File: config.mk
export PLATFORM = sky130hd
export DESIGN_NAME = phy_ctrl_energy_detect_regs
export DESIGN_NICKNAME = d
export VERILOG_FILES = /design/src/rtl/phy_ctrl_energy_detect_pkg.sv /design/src/rtl/phy_ctrl_energy_detect_regs.sv
export VERILOG_INCLUDE_DIRS = /design/src /design/src/rtl
export SDC_FILE = /design/constraint.sdc
export NUM_CORES = 1
export LEC_CHECK = 0
export BUFFER_PORTS_ARGS = -buffer_cell sky130_fd_sc_hd__clkbuf_2
export CAP_MARGIN = 10
export CORE_MARGIN = 1.5
export CORE_UTILIZATION = 47
export DETAILED_ROUTE_END_ITERATION = 8
export GPL_ROUTABILITY_DRIVEN = 0
export GPL_TIMING_DRIVEN = 1
export PLACE_DENSITY = 0.78
export SYNTH_ARGS = -nofsm -noshare
export SYNTH_HDL_FRONTEND = slang
export SYNTH_SLANG_ARGS = --single-unit
File: constraint.sdc
create_clock -name i_clk -period 2.9 [get_ports i_clk]
set_input_delay 0.87 -clock i_clk [delete_from_list [all_inputs] [get_ports i_clk]]
set_output_delay 0.87 -clock i_clk [all_outputs]
set_load 0.01 [all_outputs]
File: src/rtl/phy_ctrl_energy_detect_regs.svh
// register offsets, field positions, reset values and timing for the control register pair
`ifndef PHY_CTRL_ENERGY_DETECT_REGS_SVH
`define PHY_CTRL_ENERGY_DETECT_REGS_SVH
`define ADDR_PHY_CONTROL_TWO     5'h1c
`define ADDR_ENERGY_DETECT_CTRL  5'h1d
`define BROADCAST_PHY_ADDR       5'h1f
`define PC2_SYNC_BIT             13
`define PC2_RXCLK_OUT_BIT        12
`define PC2_BCAST_BIT            11
`define PC2_COMPAT_BIT           10
`define PC2_SOFT_RESET_BIT       9
`define PC2_CLKOUT_DIS_BIT       1
`define PC2_RSVD0_BIT            0
`define ENERGY_DETECT_ENABLE_BIT                15
`define AUTO_POWER_UP_BIT           14
`define AUTO_POWER_DOWN_BIT         13
`define MANUAL_POWER_CHANGE_BIT               12
`define PULSE_BURST_DISABLE_BIT         11
`define ED_STATE_BIT             10
`define ED_ERR_MET_BIT           9
`define ED_DATA_MET_BIT          8
`define ED_ERR_CNT_HI            7
`define ED_ERR_CNT_LO            4
`define ED_DATA_CNT_HI           3
`define ED_DATA_CNT_LO           0
`define ED_THRESH_RESET          4'h1
`define ED_BURST_PULSES          3'h4
`define ED_SINGLE_PULSE          3'h1
`define ED_CTRL_RESET            16'h6011
`define ED_IDLE_TIMEOUT_MS       2000
`define CLK_RATE_HZ              20000000
`define SOFT_RESET_CYCLES        4'h8
`endif

File: src/rtl/phy_ctrl_energy_detect_pkg.sv
// types shared by the control register pair
package phy_ctrl_energy_detect_pkg;
	typedef struct packed {
		logic       write;   // write strobe
		logic       read;    // read strobe
		logic [4:0] phy;     // addressed phy
		logic [4:0] reg_idx; // register index
		logic [15:0] data;   // write data
	} mgmt_req_s;
	typedef enum logic [1:0] {ED_OFF, ED_DOWN, ED_UP} ed_state_e;
	typedef enum logic [1:0] {MAC_MII, MAC_RMII_MASTER, MAC_RMII_SLAVE} mac_mode_e;
endpackage

File: src/rtl/phy_ctrl_energy_detect_regs.sv
// control register 2 and energy detect control with their datapath effects
`timescale 1ns/1ps
`include "phy_ctrl_energy_detect_regs.svh"
module phy_ctrl_energy_detect_regs
	import phy_ctrl_energy_detect_pkg::*;
#(
	parameter int IDLE_CYCLES = `ED_IDLE_TIMEOUT_MS * (`CLK_RATE_HZ / 1000)
)(
	input  wire logic        i_clk,          // 20 MHz clock
	input  wire logic        i_rst_b,        // async reset, active low
	input  wire mgmt_req_s   i_req,          // management access
	input  wire logic [4:0]  i_phy_addr,     // local phy address
	input  wire logic        i_strap_clkout_dis, // strap, caught after reset
	input  wire logic        i_speed_100,    // link at 100 Mb/s
	input  wire mac_mode_e   i_mac_mode,     // mac interface mode
	input  wire logic        i_energy,       // energy present on line
	input  wire logic        i_data_event,   // energy detect data event pulse
	input  wire logic        i_err_event,    // energy detect error event pulse
	input  wire logic        i_cd_power_up,  // common driver power up pulse
	output logic [15:0]      o_rdata,        // read data
	output logic             o_tx_sync_rx,   // transmit on recovered clock
	output logic             o_clkout_rx,    // clock out carries recovered clock
	output logic             o_clkout_en,    // clock output pin enabled
	output logic             o_compat_pins,  // legacy pin arrangement
	output logic             o_soft_reset,   // core reset, registers kept
	output logic             o_ed_powered,   // energy detect powered up
	output logic             o_ed_pulse      // energy detect data pulse
);
	logic [15:0] pc2, next_pc2, edc, next_edc;
	logic [15:0] next_rdata;
	logic        strap_done, next_strap_done;
	ed_state_e   st, next_st;
	logic [3:0]  dcnt, next_dcnt, ecnt, next_ecnt;
	logic [31:0] idle, next_idle;
	logic [2:0]  burst, next_burst;
	logic [3:0]  srst, next_srst;
	logic        next_tx_sync, next_clkout_rx, next_clkout_en, next_compat, next_pulse;
	logic        wr_ok, wr_pc2, wr_edc, rd_edc, rd_own, manual;

	function automatic logic [3:0] sat_inc(input logic [3:0] v);
		sat_inc = (v == 4'hf) ? v : v + 4'h1;
	endfunction

	always_comb
	begin
		wr_ok = i_req.write && (i_req.phy == i_phy_addr ||
			(pc2[`PC2_BCAST_BIT] && i_req.phy == `BROADCAST_PHY_ADDR));
		rd_own = i_req.read && i_req.phy == i_phy_addr;
		wr_pc2 = wr_ok && i_req.reg_idx == `ADDR_PHY_CONTROL_TWO;
		wr_edc = wr_ok && i_req.reg_idx == `ADDR_ENERGY_DETECT_CTRL;
		rd_edc = rd_own && i_req.reg_idx == `ADDR_ENERGY_DETECT_CTRL;
		manual = wr_edc && i_req.data[`MANUAL_POWER_CHANGE_BIT];
		next_pc2 = pc2;
		next_strap_done = 1'b1;
		if (!strap_done)
			next_pc2[`PC2_CLKOUT_DIS_BIT] = i_strap_clkout_dis;
		if (wr_pc2)
		begin
			next_pc2 = 16'h0000;
			next_pc2[`PC2_SYNC_BIT] = i_req.data[`PC2_SYNC_BIT];
			next_pc2[`PC2_RXCLK_OUT_BIT] = i_req.data[`PC2_RXCLK_OUT_BIT];
			next_pc2[`PC2_BCAST_BIT] = i_req.data[`PC2_BCAST_BIT];
			next_pc2[`PC2_COMPAT_BIT] = i_req.data[`PC2_COMPAT_BIT];
			next_pc2[`PC2_CLKOUT_DIS_BIT] = i_req.data[`PC2_CLKOUT_DIS_BIT];
			next_pc2[`PC2_RSVD0_BIT] = i_req.data[`PC2_RSVD0_BIT];
		end
		// soft reset: hold core reset a few cycles, bit reads 1 until done
		next_srst = srst;
		if (wr_pc2 && i_req.data[`PC2_SOFT_RESET_BIT])
			next_srst = `SOFT_RESET_CYCLES;
		else if (srst != 4'h0)
			next_srst = srst - 4'h1;
		next_pc2[`PC2_SOFT_RESET_BIT] = (next_srst != 4'h0);
		next_tx_sync = pc2[`PC2_SYNC_BIT] && i_speed_100 &&
			(i_mac_mode == MAC_MII || i_mac_mode == MAC_RMII_MASTER);
		next_clkout_rx = pc2[`PC2_RXCLK_OUT_BIT] && i_speed_100;
		next_clkout_en = !pc2[`PC2_CLKOUT_DIS_BIT];
		next_compat = pc2[`PC2_COMPAT_BIT];
	end

	always_comb
	begin
		next_edc = edc;
		if (wr_edc)
		begin
			next_edc[`ENERGY_DETECT_ENABLE_BIT:`PULSE_BURST_DISABLE_BIT] = i_req.data[`ENERGY_DETECT_ENABLE_BIT:`PULSE_BURST_DISABLE_BIT];
			next_edc[`MANUAL_POWER_CHANGE_BIT] = 1'b0;
			next_edc[`ED_ERR_CNT_HI:`ED_DATA_CNT_LO] = i_req.data[`ED_ERR_CNT_HI:`ED_DATA_CNT_LO];
		end
		next_st = st;
		next_dcnt = dcnt;
		next_ecnt = ecnt;
		next_idle = idle;
		// new enable value used so a disabling write never leaves state reading powered
		if (!next_edc[`ENERGY_DETECT_ENABLE_BIT] || srst != 4'h0)
		begin
			next_st = ED_OFF;
			next_dcnt = 4'h0;
			next_ecnt = 4'h0;
			next_idle = 32'h0;
		end
		else
		begin
			if (i_data_event)
			begin
				next_dcnt = sat_inc(dcnt);
				next_idle = 32'h0;
			end
			else if (idle >= IDLE_CYCLES - 1)
			begin
				next_dcnt = 4'h0;
				next_ecnt = 4'h0;
				next_idle = 32'h0;
			end
			else
				next_idle = idle + 32'h1;
			if (i_err_event)
				next_ecnt = sat_inc(ecnt);
			if (st == ED_OFF)
				next_st = ED_UP;
			else if (manual)
			begin
				next_st = (st == ED_UP) ? ED_DOWN : ED_UP;
				next_dcnt = 4'h0;
			end
			else if (st == ED_DOWN && edc[`AUTO_POWER_UP_BIT] &&
				next_dcnt >= edc[`ED_DATA_CNT_HI:`ED_DATA_CNT_LO])
			begin
				next_st = ED_UP;
				next_dcnt = 4'h0;
			end
			else if (st == ED_UP && edc[`AUTO_POWER_DOWN_BIT] && !i_energy)
				next_st = ED_DOWN;
		end
		// met flags: event wins over clear on read
		if (rd_edc)
		begin
			next_edc[`ED_DATA_MET_BIT] = 1'b0;
			next_edc[`ED_ERR_MET_BIT] = 1'b0;
		end
		if (edc[`ENERGY_DETECT_ENABLE_BIT] && dcnt >= edc[`ED_DATA_CNT_HI:`ED_DATA_CNT_LO] && dcnt != 4'h0)
			next_edc[`ED_DATA_MET_BIT] = 1'b1;
		if (edc[`ENERGY_DETECT_ENABLE_BIT] && ecnt >= edc[`ED_ERR_CNT_HI:`ED_ERR_CNT_LO] && ecnt != 4'h0)
			next_edc[`ED_ERR_MET_BIT] = 1'b1;
		next_edc[`ED_STATE_BIT] = (next_st == ED_UP);
		next_burst = burst;
		next_pulse = 1'b0;
		if (srst != 4'h0)
			next_burst = 3'h0;
		else if (i_cd_power_up)
			next_burst = edc[`PULSE_BURST_DISABLE_BIT] ? `ED_SINGLE_PULSE : `ED_BURST_PULSES;
		else if (burst != 3'h0)
		begin
			next_pulse = ~o_ed_pulse;
			if (o_ed_pulse)
				next_burst = burst - 3'h1;
		end
		next_rdata = o_rdata;
		if (rd_own)
		begin
			if (i_req.reg_idx == `ADDR_PHY_CONTROL_TWO)
				next_rdata = pc2;
			else if (i_req.reg_idx == `ADDR_ENERGY_DETECT_CTRL)
				next_rdata = edc;
			else
				next_rdata = 16'h0000;
		end
	end

	always_ff @(posedge i_clk or negedge i_rst_b)
	begin
		if (!i_rst_b)
		begin
			pc2          <= 16'h0000;
			edc          <= `ED_CTRL_RESET;
			strap_done   <= 1'b0;
			st           <= ED_OFF;
			dcnt         <= 4'h0;
			ecnt         <= 4'h0;
			idle         <= 32'h0;
			burst        <= 3'h0;
			srst         <= 4'h0;
			o_rdata      <= 16'h0000;
			o_tx_sync_rx <= 1'b0;
			o_clkout_rx  <= 1'b0;
			o_clkout_en  <= 1'b0;
			o_compat_pins <= 1'b0;
			o_soft_reset <= 1'b0;
			o_ed_powered <= 1'b0;
			o_ed_pulse   <= 1'b0;
		end
		else
		begin
			pc2          <= next_pc2;
			edc          <= next_edc;
			strap_done   <= next_strap_done;
			st           <= next_st;
			dcnt         <= next_dcnt;
			ecnt         <= next_ecnt;
			idle         <= next_idle;
			burst        <= next_burst;
			srst         <= next_srst;
			o_rdata      <= next_rdata;
			o_tx_sync_rx <= next_tx_sync;
			o_clkout_rx  <= next_clkout_rx;
			o_clkout_en  <= next_clkout_en;
			o_compat_pins <= next_compat;
			o_soft_reset <= (next_srst != 4'h0);
			o_ed_powered <= (next_st == ED_UP);
			o_ed_pulse   <= next_pulse;
		end
	end
endmodule

# After elaboration in Yosys (flattened, before gate mapping)
# Cells that the tools add are included.
dict set report word_totals {
  regBits 94
  in_bits 43
  output_inout_bits 23
  wordCells 123
}
dict set report op_classes {
  addsub 5
  n_lt_le_gt_ge 4
  n_eq_ne 13
  n_mux 40
  bitwise 1
  n_reduce_logical 39
}
# operator count
set ops {}
lappend ops {{$mux W32} 3}
lappend ops {{$mux W4} 15}
lappend ops {{$add A32 B1 Y32 const B} 1}
lappend ops {{$ge A32 B26 Y1 const B} 1}
lappend ops {{$mux W16} 2}
lappend ops {{$logic_and A1 B1 Y1} 19}
lappend ops {{$mux W2} 8}
lappend ops {{$reduce_bool A4 Y1} 4}
lappend ops {{$eq A5 B5 Y1 const B} 3}
lappend ops {{$mux W3} 5}
lappend ops {{$ge A4 B4 Y1} 3}
lappend ops {{$reduce_bool A3 Y1} 4}
lappend ops {{$add A4 B1 Y4 const B} 2}
lappend ops {{$eq A4 B4 Y1 const B} 2}
lappend ops {{$mux W1} 6}
lappend ops {{$eq A5 B5 Y1} 1}
lappend ops {{$mux W5} 1}
lappend ops {{$eq A2 B1 Y1 const B} 2}
lappend ops {{$eq A2 B2 Y1 const B} 2}
lappend ops {{$logic_not A2 Y1} 2}
lappend ops {{$reduce_bool A2 Y1} 2}
lappend ops {{$sub A4 B1 Y4 const B} 1}
lappend ops {{$logic_not A1 Y1} 3}
lappend ops {{$logic_or A1 B1 Y1} 3}
lappend ops {{other kinds (7)} 7}

# Logic depth before layout (Yosys ltp)
# Gate-level depths: netlist of the first run.
dict set report logic_depth {
  ltp_word 16
  depth_mapped 13
  ltp_nobuf 13
}

# Least setup slack after synthesis of the first run
# Ideal clock, no wire load.
dict set report synth_timing {
  path_type {reg-to-reg}
  startpoint {register idle[24]}
  endpoint {register dcnt[3]}
  setup_time_ns 0.125
  arrival_ns 2.922
  required_time_ns 2.775
  path_slack_ns -0.148
  stages_incl_launch_ff 13
  cell_sequence {dfrtp_1 -> or4_4 -> nor4_1 -> o221ai_1 -> and4_4 -> a31oi_1 -> ha_1 -> nand2b_1 -> a21oi_1 -> o21ai_0 -> a41oi_1 -> o21ai_0 -> a2111oi_0}
}
dict set report synth_via {
  elab_chain_len 10
}
# item line
set synth_rtl {}
lappend synth_rtl {{from (decl)} phy_ctrl_energy_detect_regs.sv:34} ;# logic [31:0] idle, next_idle;
lappend synth_rtl {{from (signal assigned)} phy_ctrl_energy_detect_regs.sv:200} ;# idle <= next_idle;
lappend synth_rtl {{$ge A32 B26 Y1 (*)} phy_ctrl_energy_detect_regs.sv:109} ;# else if (idle >= IDLE_CYCLES - 1)
lappend synth_rtl {{$mux W4 (*)} phy_ctrl_energy_detect_regs.sv:109}
lappend synth_rtl {{$mux W4 (*)} phy_ctrl_energy_detect_regs.sv:104} ;# if (i_data_event)
lappend synth_rtl {{$mux W4 (*)} phy_ctrl_energy_detect_regs.sv:95} ;# if (!next_edc[`ENERGY_DETECT_ENABLE_BIT] || srst != 4'h0)
lappend synth_rtl {{$ge A4 B4 Y1} phy_ctrl_energy_detect_regs.sv:127} ;# next_dcnt >= edc[`ED_DATA_CNT_HI:`ED_DATA_CNT_LO])
lappend synth_rtl {{$logic_and A1 B1 Y1} phy_ctrl_energy_detect_regs.sv:126} ;# else if (st == ED_DOWN && edc[`AUTO_POWER_UP_BIT] &&
lappend synth_rtl {{$mux W4} phy_ctrl_energy_detect_regs.sv:126}
lappend synth_rtl {{$mux W4} phy_ctrl_energy_detect_regs.sv:121} ;# else if (manual)
lappend synth_rtl {{$mux W4 (*)} phy_ctrl_energy_detect_regs.sv:119} ;# if (st == ED_OFF)
lappend synth_rtl {{$mux W4 (*)} phy_ctrl_energy_detect_regs.sv:95}
lappend synth_rtl {{net next_dcnt[3]} phy_ctrl_energy_detect_regs.sv:33} ;# logic [3:0] dcnt, next_dcnt, ecnt, next_ecnt;
lappend synth_rtl {{to (signal assigned)} phy_ctrl_energy_detect_regs.sv:198} ;# dcnt <= next_dcnt;
lappend synth_rtl {{to (decl)} phy_ctrl_energy_detect_regs.sv:33}
# Mark *: on every way through the listed nets, which the timed path passes. The rest lies on a longest branch. The select of a mux whose other input is x is not followed.
# A chain may end at the register's enable or synchronous reset.

# Worst setup path in the final report of the first run
dict set report layout_timing {
  startpoint {register idle[18]}
  endpoint {register dcnt[2]}
}
# Same word-level chain as after synthesis.

==> impl_metrics.sql, run 1 <==
INSERT INTO impl_metrics (metric_group, metric, value, unit) VALUES
('grt', 'grt_overflow', '0', ''),
('setup_path', 'cp_data_arrival_time', '3170', 'ps'),
('floorplanning', 'dieArea', '10260', 'sq um'),
('synth', 'synth-compound-area-share', '0.1027', ''),
('sta', 'final_setup_violation_count', '1', ''),
('setup_path', 'start_kind', 'flip-flop', ''),
('floorplanning', 'rows', '35', ''),
('clock_network', 'clk_transition_reported_paths', '90', 'ps'),
('layout', 'fillers', '775', ''),
('routing', 'drt.antenna.violating_nets', '0', ''),
('synth', 'synthesis.instances', '435', ''),
('sta', 'relSlewSlack', '0.6528', ''),
('layout', 'final-seq-area', '2332', 'sq um'),
('clock_network', 'clock_tree.htree_level_count', '3', ''),
('clock_network', 'clock_latency', '360', 'ps'),
('worst_hold_path', 'min_path_type', 'flip-flop to flip-flop', ''),
('synth', 'yosys_register_bits', '93', ''),
('power_and_ir_drop', 'clock_network_fraction_of_total_power', '0.380', ''),
('synth', 'synth-xor-area-share', '0.06169', ''),
('clock_network', 'cts.sink_count', '93', ''),
('placed_design', 'place_hpwl', '6742', 'um'),
('placed_design', 'dpl.cell_count', '649', ''),
('clock_network', 'ctsHoldBuffers', '0', ''),
('sta', 'slew_violations', '0', ''),
('clock_network', 'root_buffer', 'clkbuf_8', ''),
('sta', 'rsz0062_at_grt', 'true', ''),
('power_and_ir_drop', 'leakage', '2.676', 'nW'),
('synth', 'synth-simple-area-share', '0.1881', ''),
('power_and_ir_drop', 'power_density', '542.8', 'nW/um^2'),
('grt', 'maximum_number_of_pins_on_one_net_before_global_route_repair', '94', ''),
('sta', 'clock_skew', '9.324', 'ps'),
('synth', 'yosysTopAreaCellShare', '0.4902', ''),
('sta', 'report.final.hold_viol_count', '0', ''),
('power_and_ir_drop', 'sw_frac_of_total', '0.2528', ''),
('synth', 'synth-main-ff-cell', 'dfrtp_1', ''),
('routing', 'first_pass_iters', '4', ''),
('clock_network', 'tritoncts.num_buffers', '9', ''),
('sta', 'pin_slew_with_the_least_headroom_to_its_limit', '519.2', 'ps'),
('setup_path', 'timing.setup.critical_path_class', 'flip-flop to flip-flop', ''),
('routing', 'finalWirelength', '9598', 'um'),
('setup_path', 'critPathMaxFanout', '4', ''),
('grt', 'met2_usage', '0.3485', ''),
('grt', 'grt_pass1_vias', '3603', ''),
('floorplanning', 'core-area', '9284', 'sq um'),
('routing', 'dr.first_iter.drc_count', '106', ''),
('layout', 'antenna-diode-count', '0', ''),
('grt', 'top_usage_layer', 'met2', ''),
('outcome', 'outcome', 'complete, but fails checks', ''),
('layout', 'multiInputGateArea', '2220', 'sq um'),
('synth', 'synthTopCellsByArea', 'dfrtp_1 49%, ha_1 5.5%, nor2_1 4.5%, xor2_1 3.5%, nand2_1 2.9%', ''),
('routing', 'drt-wirelength-per-cell', '14.33', 'um'),
('synth', 'synth_top_family_by_area', 'simple AND/OR/NAND/NOR gates', ''),
('outcome', 'failing_checks', 'setup timing', ''),
('setup_path', 'end_kind', 'flip-flop', ''),
('layout', 'layout.nets', '599', ''),
('synth', 'ys_async_sr_fraction', '1.000', ''),
('synth', 'yosysSeqAreaShare', '0.5134', ''),
('grt', 'globalRouteMet1Util', '0.2328', ''),
('synth', 'post_synth.cell_area_avg', '10.44', 'sq um'),
('routing', 'drc', '0', ''),
('grt', 'grt_first_pass_wirelength', '15860', 'um'),
('sta', 'post-route-worst-setup-slack', '-4.563', 'ps'),
('layout', 'finish.cell_count_without_fillers', '670', ''),
('grt', 'gr-usage-all-layers', '0.1948', ''),
('power_and_ir_drop', 'worst_ir_drop_vdd', '0.0003205', 'V'),
('routing', 'vias_per_cell', '5.336', ''),
('grt', 'globalRouteMet3Util', '0.03934', ''),
('synth', 'synth.lib_cells_used.distinct', '53', ''),
('sta', 'layout_min_cycle_time', '2905', 'ps'),
('run', 'cap_viol_max_count', '0', ''),
('sta', 'final.period_utilization', '1.002', '');
placed cells by master, fill, tap and decap left out, drive strengths merged, types with 9 or more instances in the layout:
cell type	n
xor2	18
buf	33
nor2	54
nand3	17
a21oi	12
inv	24
mux2	11
xnor2	14
nand4	9
nand2	35
o21ai	12
a22o	9
ha	20
o31ai	9
clkbuf	73
dfrtp	89
power groups by stage:
stage	clock (mW)	combinational, mW	sequential [mW]
global placement	0	0.406	1.45
finish	1.17	0.473	1.43
detailed placement	0	0.427	1.46
CTS	1.19	0.444	1.43
floorplan	0	0.254	1.45
global route	1.24	0.526	1.45
cells in the mapped netlist, types with 4 or more instances:
library cell,number
and3_1,4
o21ai_0,12
dfrtp_1,89
o31ai_1,9
a21o_1,5
nand2b_1,6
dfstp_2,4
inv_1,23
nand2_1,35
ha_1,20
nor3_1,7
mux2_2,11
xnor2_1,14
a211oi_1,4
xor2_1,18
clkbuf_1,5
nor4_1,8
a22o_1,9
a21oi_1,12
nand3_1,17
nand4_1,9
nor2b_1,8
mux2i_1,8
nor2_1,54
area by class of cell:
class                   count  area share
clock buffers              11     0.02672
repair buffers             95      0.1036
clock inverters             5     0.02274
inverters                  23     0.01524
multi-input cells         314      0.3917
well taps                 129     0.02848
flip-flops and latches     93      0.4116
repair_timing:
item	CTS	global route
pin swaps	5	4
setup buffers	1	4
resized for setup	10	12
endpoints found under the hold margin	0	0
endpoints found under the setup margin	5	7
through the flow:
stage	utilization	hold WS [ps]	area [sq um]	worst slack (ps)	TNS (ps)
2_1_floorplan	-	368.1	4568	10.54	0
3_3_place_gp	0.5616	386.3	5214	-137.2	-215.7
3_5_place_dp	0.5616	393.3	5214	-165.1	-308.4
4_1_cts	0.5981	416.1	5553	1.291	0
5_1_grt	0.6104	430.9	5667	-88.13	-192.0
6_report	0.6104	417.2	5667	-4.563	-4.563
sequential cells by signal, indices dropped and copies added (netlist names), 2 cells and up:
name,count
dcnt,4
ecnt,4
burst,3
pc2,7
o_rdata,16
st,2
idle,32
srst,4
edc,15
layer usage:
layer,share of wire,vias to the layer above
met5,0,-
met4,0.021,0
met3,0.041,19
met2,0.50,95
met1,0.44,1740
li1,-,1721
cells by family (layout without fill, tap and decap cells):
family | Yosys count | after routing
muxes | 19 | 19
xor gates and xnor gates | 32 | 32
buffers and inverters | 33 | 134
adders and majority gates | 20 | 20
and+or+nand+nor | 170 | 170
other | 2 | 7
AOI/OAI and AO/OA | 66 | 66
DFF | 93 | 93
critical path: stages (launching register included):
cell and delay [ps]:
dfrtp_1 380, or4_4 570, nor4_2 150, o221ai_1 170
and4_4 210, a31oi_4 210, ha_4 220, nand2b_4 140
a21oi_4 110, o21ai_2 70, a41oi_2 150, o21ai_2 110
buf_6 150, nor4_4 150
final timing paths:
path / slack [ps] / cells after the start / startpoint / to
worst max-delay path: -5 / 13 / idle[18] / dcnt[2]
min in group asynchronous: 510 / 2 / i_rst_b / o_tx_sync_rx
worst min register to register: 420 / 0 / pc2[10] / o_compat_pins
worst max register to register: -5 / 13 / idle[18] / dcnt[2]
max in group asynchronous: 1950 / 2 / i_rst_b / edc[0]
worst min-delay path: 420 / 0 / pc2[10] / o_compat_pins
(Power assumes the default switching activity.)
==> run 2, diff against run 1 <==
Settings changed: CTS_CLUSTER_SIZE set to 8, PLACE_DENSITY 0.78 to 0.76.
Clock period 2.9 ns to 3.7 ns, I/O delays scaled along.
==> run 2 against run 1 <==
  * Sequential power decreased by 22%
  * Die area did not move
  * Fmax decreased by 14%
  * Setup slack better by 330 ps
  * Wire length down 5.9%
  * Highest routed layer unchanged
  * Combinational power fell by 33%
  * Clock skew increased by 4.9 ps
  * The run now ends clean
  * Non-clock buffer count decreased by 24
==> impl_metrics.sql, run 2 (synthesized netlist as in run 1, its figures left out) <==
INSERT INTO impl_metrics (metric_group, metric, value, unit) VALUES
('sta', 'final_setup_violation_count', '0', ''),
('routing', 'vias_per_cell', '5.283', ''),
('setup_path', 'critPathMaxFanout', '5', ''),
('setup_path', 'start_kind', 'flip-flop', ''),
('placed_design', 'detailedPlace.worstSlack', '228.5', 'ps'),
('layout', 'layout.nets', '575', ''),
('sta', 'rsz0062_at_grt', 'false', ''),
('worst_hold_path', 'min_path_type', 'flip-flop to flip-flop', ''),
('setup_path', 'cp_data_arrival_time', '3610', 'ps'),
('clock_network', 'clock_latency', '350', 'ps'),
('grt', 'maximum_number_of_pins_on_one_net_before_global_route_repair', '94', ''),
('grt', 'grt_first_pass_wirelength', '15300', 'um'),
('clock_network', 'clock_tree.htree_level_count', '3', ''),
('sta', 'layout_min_cycle_time', '3379', 'ps'),
('grt', 'grt_pass1_vias', '3389', ''),
('power_and_ir_drop', 'power_density', '411.5', 'nW/um^2'),
('sta', 'slew_violations', '0', ''),
('clock_network', 'cts.sink_count', '93', ''),
('layout', 'fraction_of_final_layout_cells_sized_beyond_drive_strength_1', '0.2050', ''),
('floorplanning', 'dieArea', '10260', 'sq um'),
('layout', 'largest_register_ff_count', '32', ''),
('sta', 'report.final.hold_viol_count', '0', ''),
('layout', 'finish.utilization', '0.5683', ''),
('power_and_ir_drop', 'switching_power', '0.5716', 'mW'),
('power_and_ir_drop', 'seq_power_share', '0.516', ''),
('layout', 'registers.top_by_ff_count', 'idle', ''),
('setup_path', 'ff2ff_setup_slack', '320', 'ps'),
('routing', 'drc', '0', ''),
('floorplanning', 'rows', '35', ''),
('clock_network', 'cts_post_setup_buffers_inserted', '0', ''),
('routing', 'vias', '3413', ''),
('layout', 'synthToLayoutAreaGrowth', '16.14', '%'),
('floorplanning', 'top_level_ports', '66', ''),
('clock_network', 'clock_path_buffers', '2', ''),
('sta', 'clock_skew', '14.27', 'ps'),
('sta', 'max_clk_rate', '295.9', 'MHz'),
('floorplanning', 'chipHeight', '101.3', 'um'),
('grt', 'grt_antenna_before_repair', '0', ''),
('placed_design', 'io_buffer_count', '63', ''),
('layout', 'final_cell_mix', '89 x dfrtp_1, 62 x clkbuf_2, 54 x nor2_1', ''),
('sta', 'post-route-worst-setup-slack', '320.5', 'ps'),
('layout', 'finish.cell_count_without_fillers', '646', ''),
('power_and_ir_drop', 'leakage', '2.495', 'nW'),
('routing', 'drt-wirelength-per-cell', '13.98', 'um'),
('clock_network', 'cts_resized', '0', ''),
('floorplanning', 'starting_utilization_of_the_core_area', '0.4894', ''),
('setup_path', 'end_kind', 'flip-flop', ''),
('run', 'cap_viol_max_count', '0', ''),
('routing', 'finalWirelength', '9032', 'um'),
('clock_network', 'clk_transition_reported_paths', '100', 'ps'),
('placed_design', 'dpl.cell_count', '629', ''),
('placed_design', 'place_hpwl', '6480', 'um'),
('floorplanning', 'core-area', '9284', 'sq um'),
('setup_path', 'timing.setup.critical_path_class', 'flip-flop to flip-flop', ''),
('setup_path', 'crit_required', '3930', 'ps'),
('layout', 'fillers', '798', ''),
('layout', 'biggest_registers_after_layout', 'idle: 32 flops, o_rdata: 16 flops, edc: 15 flops', ''),
('sta', 'pin_slew_with_the_least_headroom_to_its_limit', '881.5', 'ps'),
('sta', 'timing.setup.tns', '0', 'ps'),
('floorplanning', 'die_x', '101.3', 'um'),
('routing', 'first_pass_iters', '4', ''),
('power_and_ir_drop', 'p_int', '1.600', 'mW'),
('clock_network', 'cts_tree', 'done', ''),
('power_and_ir_drop', 'clock_network_fraction_of_total_power', '0.337', ''),
('power_and_ir_drop', 'share_comb_of_total_power', '0.146', ''),
('routing', 'dr.first_iter.drc_count', '108', ''),
('grt', 'grt_overflow', '0', ''),
('clock_network', 'tritoncts.num_buffers', '9', ''),
('grt', 'gr-usage-all-layers', '0.1875', ''),
('sta', 'final.period_utilization', '0.9134', ''),
('sta', 'relSlewSlack', '0.4123', ''),
('layout', 'mostFrequentLayoutCell', 'dfrtp_1', ''),
('power_and_ir_drop', 'sw_frac_of_total', '0.2632', ''),
('layout', 'antenna-diode-count', '0', ''),
('clock_network', 'ctsHoldBuffers', '0', ''),
('power_and_ir_drop', 'worst_ir_drop_vdd', '0.0002139', 'V'),
('outcome', 'outcome', 'finished clean', ''),
('clock_network', 'root_buffer', 'clkbuf_8', ''),
('routing', 'drt.antenna.violating_nets', '0', '');
-- run 2: worst paths after layout --
path / to / cells past startpoint / startpoint
worst max-delay path: dcnt[3] / 12 / idle[24]
worst min-delay path: o_compat_pins / 0 / pc2[10]
worst max register to register: dcnt[3] / 12 / idle[24]
worst min register to register: o_compat_pins / 0 / pc2[10]
max in group asynchronous: edc[13] / 2 / i_rst_b
min in group asynchronous: o_rdata[1] / 1 / i_rst_b
-- run 2: power by group through the flow --
stage / sequential (mW) / clock, mW / combinational (mW)
6_report: 1.12 / 0.733 / 0.318
2_1_floorplan: 1.14 / 0 / 0.198
5_1_grt: 1.13 / 0.795 / 0.366
3_5_place_dp: 1.14 / 0 / 0.316
3_3_place_gp: 1.14 / 0 / 0.303
4_1_cts: 1.12 / 0.747 / 0.318
-- run 2: final cells by class --
cell class | instances | area, sq um | share of cell area
inverters | 23 | 86.33 | 0.01636
clock inverters | 5 | 83.83 | 0.01589
repair buffers | 71 | 397.9 | 0.07541
multi-input cells | 314 | 2083 | 0.3948
clock buffers | 11 | 131.4 | 0.02490
well taps | 129 | 161.4 | 0.03059
flip-flops and latches | 93 | 2332 | 0.4420
-- run 2: per-layer routing --
layer  share of wire  vias to the layer above  GRT usage
met5               0                        -          0
met4          0.0052                        0    0.04701
met3           0.049                        5    0.04072
met2            0.50                       84     0.3289
met1            0.45                     1646     0.2364
li1                -                     1678          -
-- run 2: metrics by stage --
| step | hold slack, ps | power, mW | instance area (sq um) |
|---|---|---|---|
| after floorplan | 368.1 | 1.334 | 4562 |
| after global placement | 384.3 | 1.441 | 5032 |
| after detailed placement | 390.1 | 1.457 | 5032 |
| after CTS | 411.9 | 2.187 | 5248 |
| after global routing | 432.6 | 2.291 | 5276 |
| final | 413.2 | 2.171 | 5276 |
-- run 2: critical path, cell delays in order, from the launching register on --
cell and delay [ps]:
dfrtp_1 430, or4_4 550, nor4_1 250, o221ai_1 190, and4_4 200, a31oi_1 230, ha_1 270, nand2b_1 140
a21oi_1 130, o21ai_0 140, a41oi_1 240, o21ai_1 140, a2111oi_1 350
==> run 3, diff against run 2 <==
Settings changed: MAX_ROUTING_LAYER set to met4.
==> run 3 against run 2 <==
  * Clock power barely moved
  * Clock skew barely moved
  * Fmax rose by 0.71%
  * Largest cell class unchanged
  * Highest routed layer unchanged
==> impl_metrics.sql, run 3 (synthesized netlist as in run 1, its figures left out) <==
INSERT INTO impl_metrics (metric_group, metric, value, unit) VALUES
('grt', 'gr-usage-all-layers', '0.1939', ''),
('layout', 'multiInputGateArea', '2083', 'sq um'),
('setup_path', 'worst_path_max_delay_cell', 'or4_4', ''),
('power_and_ir_drop', 'switching_power', '0.5703', 'mW'),
('grt', 'met2_usage', '0.3263', ''),
('layout', 'biggest_registers_after_layout', 'idle: 32 flops, o_rdata: 16 flops, edc: 15 flops', ''),
('sta', 'rsz0062_at_grt', 'false', ''),
('power_and_ir_drop', 'sw_frac_of_total', '0.2628', ''),
('floorplanning', 'die_x', '101.3', 'um'),
('layout', 'largest_register_ff_count', '32', ''),
('layout', 'final_cell_mix', '89 x dfrtp_1, 62 x clkbuf_2, 54 x nor2_1', ''),
('sta', 'relSlewSlack', '0.4143', ''),
('run', 'cap_viol_max_count', '0', ''),
('sta', 'max_clk_rate', '298.0', 'MHz'),
('clock_network', 'clock_path_buffers', '2', ''),
('placed_design', 'io_buffer_count', '63', ''),
('sta', 'final.hold.worst_slack', '411.1', 'ps'),
('layout', 'final-seq-area', '2332', 'sq um'),
('floorplanning', 'chipHeight', '101.3', 'um'),
('outcome', 'outcome', 'finished clean', ''),
('clock_network', 'root_buffer', 'clkbuf_8', ''),
('grt', 'grt_pass1_vias', '3386', ''),
('power_and_ir_drop', 'seq_power_share', '0.516', ''),
('layout', 'synthToLayoutAreaGrowth', '16.14', '%'),
('routing', 'drc', '0', ''),
('floorplanning', 'rows', '35', ''),
('routing', 'drt-wirelength-per-cell', '13.99', 'um'),
('setup_path', 'timing.setup.critical_path_class', 'flip-flop to flip-flop', ''),
('setup_path', 'critPathMaxFanout', '5', ''),
('clock_network', 'clock_latency', '350', 'ps'),
('layout', 'antenna-diode-count', '0', ''),
('layout', 'mostFrequentLayoutCell', 'dfrtp_1', ''),
('worst_hold_path', 'min_path_type', 'flip-flop to flip-flop', ''),
('sta', 'final_setup_violation_count', '0', ''),
('clock_network', 'clk_transition_reported_paths', '100', 'ps'),
('layout', 'fraction_of_final_layout_cells_sized_beyond_drive_strength_1', '0.2050', ''),
('power_and_ir_drop', 'total_power', '2.170', 'mW'),
('setup_path', 'crit_required', '3930', 'ps'),
('setup_path', 'timing.critical_path.cells', 'or4_4, nor4_1, o221ai_1, and4_4, a31oi_1, ha_1, nand2b_1, a21oi_1, o21ai_0, a41oi_1, o21ai_1, a2111oi_1', ''),
('routing', 'finalWirelength', '9037', 'um'),
('floorplanning', 'dieArea', '10260', 'sq um'),
('routing', 'dr.first_iter.drc_count', '122', ''),
('setup_path', 'end_kind', 'flip-flop', ''),
('grt', 'grt_antenna_before_repair', '0', ''),
('setup_path', 'cp_data_arrival_time', '3580', 'ps'),
('placed_design', 'place_hpwl', '6480', 'um'),
('power_and_ir_drop', 'leakage', '2.495', 'nW'),
('power_and_ir_drop', 'share_comb_of_total_power', '0.146', ''),
('layout', 'registers.top_by_ff_count', 'idle', ''),
('grt', 'globalRouteMet1Util', '0.2400', ''),
('sta', 'layout_min_cycle_time', '3356', 'ps'),
('grt', 'globalRouteMet3Util', '0.04072', ''),
('clock_network', 'cts_tree', 'done', ''),
('placed_design', 'detailedPlace.worstSlack', '228.5', 'ps'),
('layout', 'fillers', '798', ''),
('layout', 'layout.nets', '575', ''),
('sta', 'report.final.hold_viol_count', '0', ''),
('floorplanning', 'top_level_ports', '66', ''),
('floorplanning', 'core-area', '9284', 'sq um'),
('setup_path', 'critical_path.max_stage_delay', '550', 'ps'),
('routing', 'vias_per_cell', '5.313', ''),
('grt', 'grt_first_pass_wirelength', '15340', 'um'),
('sta', 'post-route-worst-setup-slack', '344.2', 'ps'),
('routing', 'first_pass_iters', '4', ''),
('setup_path', 'start_kind', 'flip-flop', ''),
('sta', 'slew_violations', '0', ''),
('sta', 'final.period_utilization', '0.9070', ''),
('grt', 'top_usage_layer', 'met2', ''),
('grt', 'grt_overflow', '0', ''),
('power_and_ir_drop', 'power_density', '411.3', 'nW/um^2'),
('clock_network', 'clock_tree.htree_level_count', '3', ''),
('power_and_ir_drop', 'worst_ir_drop_vdd', '0.0002141', 'V'),
('power_and_ir_drop', 'clock_network_fraction_of_total_power', '0.337', ''),
('sta', 'pin_slew_with_the_least_headroom_to_its_limit', '878.6', 'ps'),
('power_and_ir_drop', 'p_int', '1.600', 'mW'),
('sta', 'timing.setup.tns', '0', 'ps'),
('routing', 'drt.antenna.violating_nets', '0', ''),
('floorplanning', 'starting_utilization_of_the_core_area', '0.4894', ''),
('routing', 'vias', '3432', ''),
('clock_network', 'ctsHoldBuffers', '0', ''),
('grt', 'maximum_number_of_pins_on_one_net_before_global_route_repair', '94', ''),
('clock_network', 'cts.sink_count', '93', ''),
('clock_network', 'tritoncts.num_buffers', '9', ''),
('sta', 'clock_skew', '14.01', 'ps');
[run 3: cell counts in the layout (fill, tap and decap cells not counted)]
No cell type changed its count.
[run 3: power by group through the flow]
stage	Sequential, mW	Clock [mW]	Combinational [mW]
floorplan	1.14	0	0.198
global placement	1.14	0	0.303
detailed placement	1.14	0	0.316
CTS	1.12	0.747	0.318
global route	1.13	0.795	0.366
finish	1.12	0.732	0.318
[run 3: cell type report]
type / count / share of cell area
repair buffers: 71 / 0.07541
clock inverters: 5 / 0.01589
inverters: 23 / 0.01636
well taps: 129 / 0.03059
flip-flops and latches: 93 / 0.4420
clock buffers: 11 / 0.02490
multi-input cells: 314 / 0.3948
[run 3: worst paths after layout]
kind                       startpoint  depth (start not counted)            end  slack, ps
max                          idle[24]                         12        dcnt[3]        340
min                           pc2[10]                          0  o_compat_pins        410
max reg2reg                  idle[24]                         12        dcnt[3]        340
min reg2reg                   pc2[10]                          0  o_compat_pins        410
max in group asynchronous     i_rst_b                          2        edc[13]       2410
min in group asynchronous     i_rst_b                          1     o_rdata[1]        630
[run 3: timing repair]
action	CTS	global route
setup buffers	0	0
setup endpoints to repair	0	2
gates resized for setup	0	2
[run 3: routing by layer]
| layer | vias to the layer above | share of wire |
|---|---|---|
| met2 | 90 | 0.49 |
| met4 | 0 | 0.0052 |
| met5 | - | 0 |
| li1 | 1681 | - |
| met3 | 4 | 0.050 |
| met1 | 1657 | 0.45 |
[run 3: through the flow]
stage / cell area, sq um / util / cells
after CTS: 5248 / 0.5652 / 645
final: 5276 / 0.5683 / 646
after floorplan: 4562 / - / 440
after detailed placement: 5032 / 0.5420 / 629
after global routing: 5276 / 0.5683 / 646
after global placement: 5032 / 0.5420 / 629
[run 3: worst max-delay path, delay by kind of cell (launching register included)]
family | cells | cell delay, ps
AO/OA/AOI/OAI | 7 | 1400
adder cells (fa/ha/maj) | 1 | 270
flip-flops | 1 | 430
AND/OR/NAND/NOR | 4 | 1130
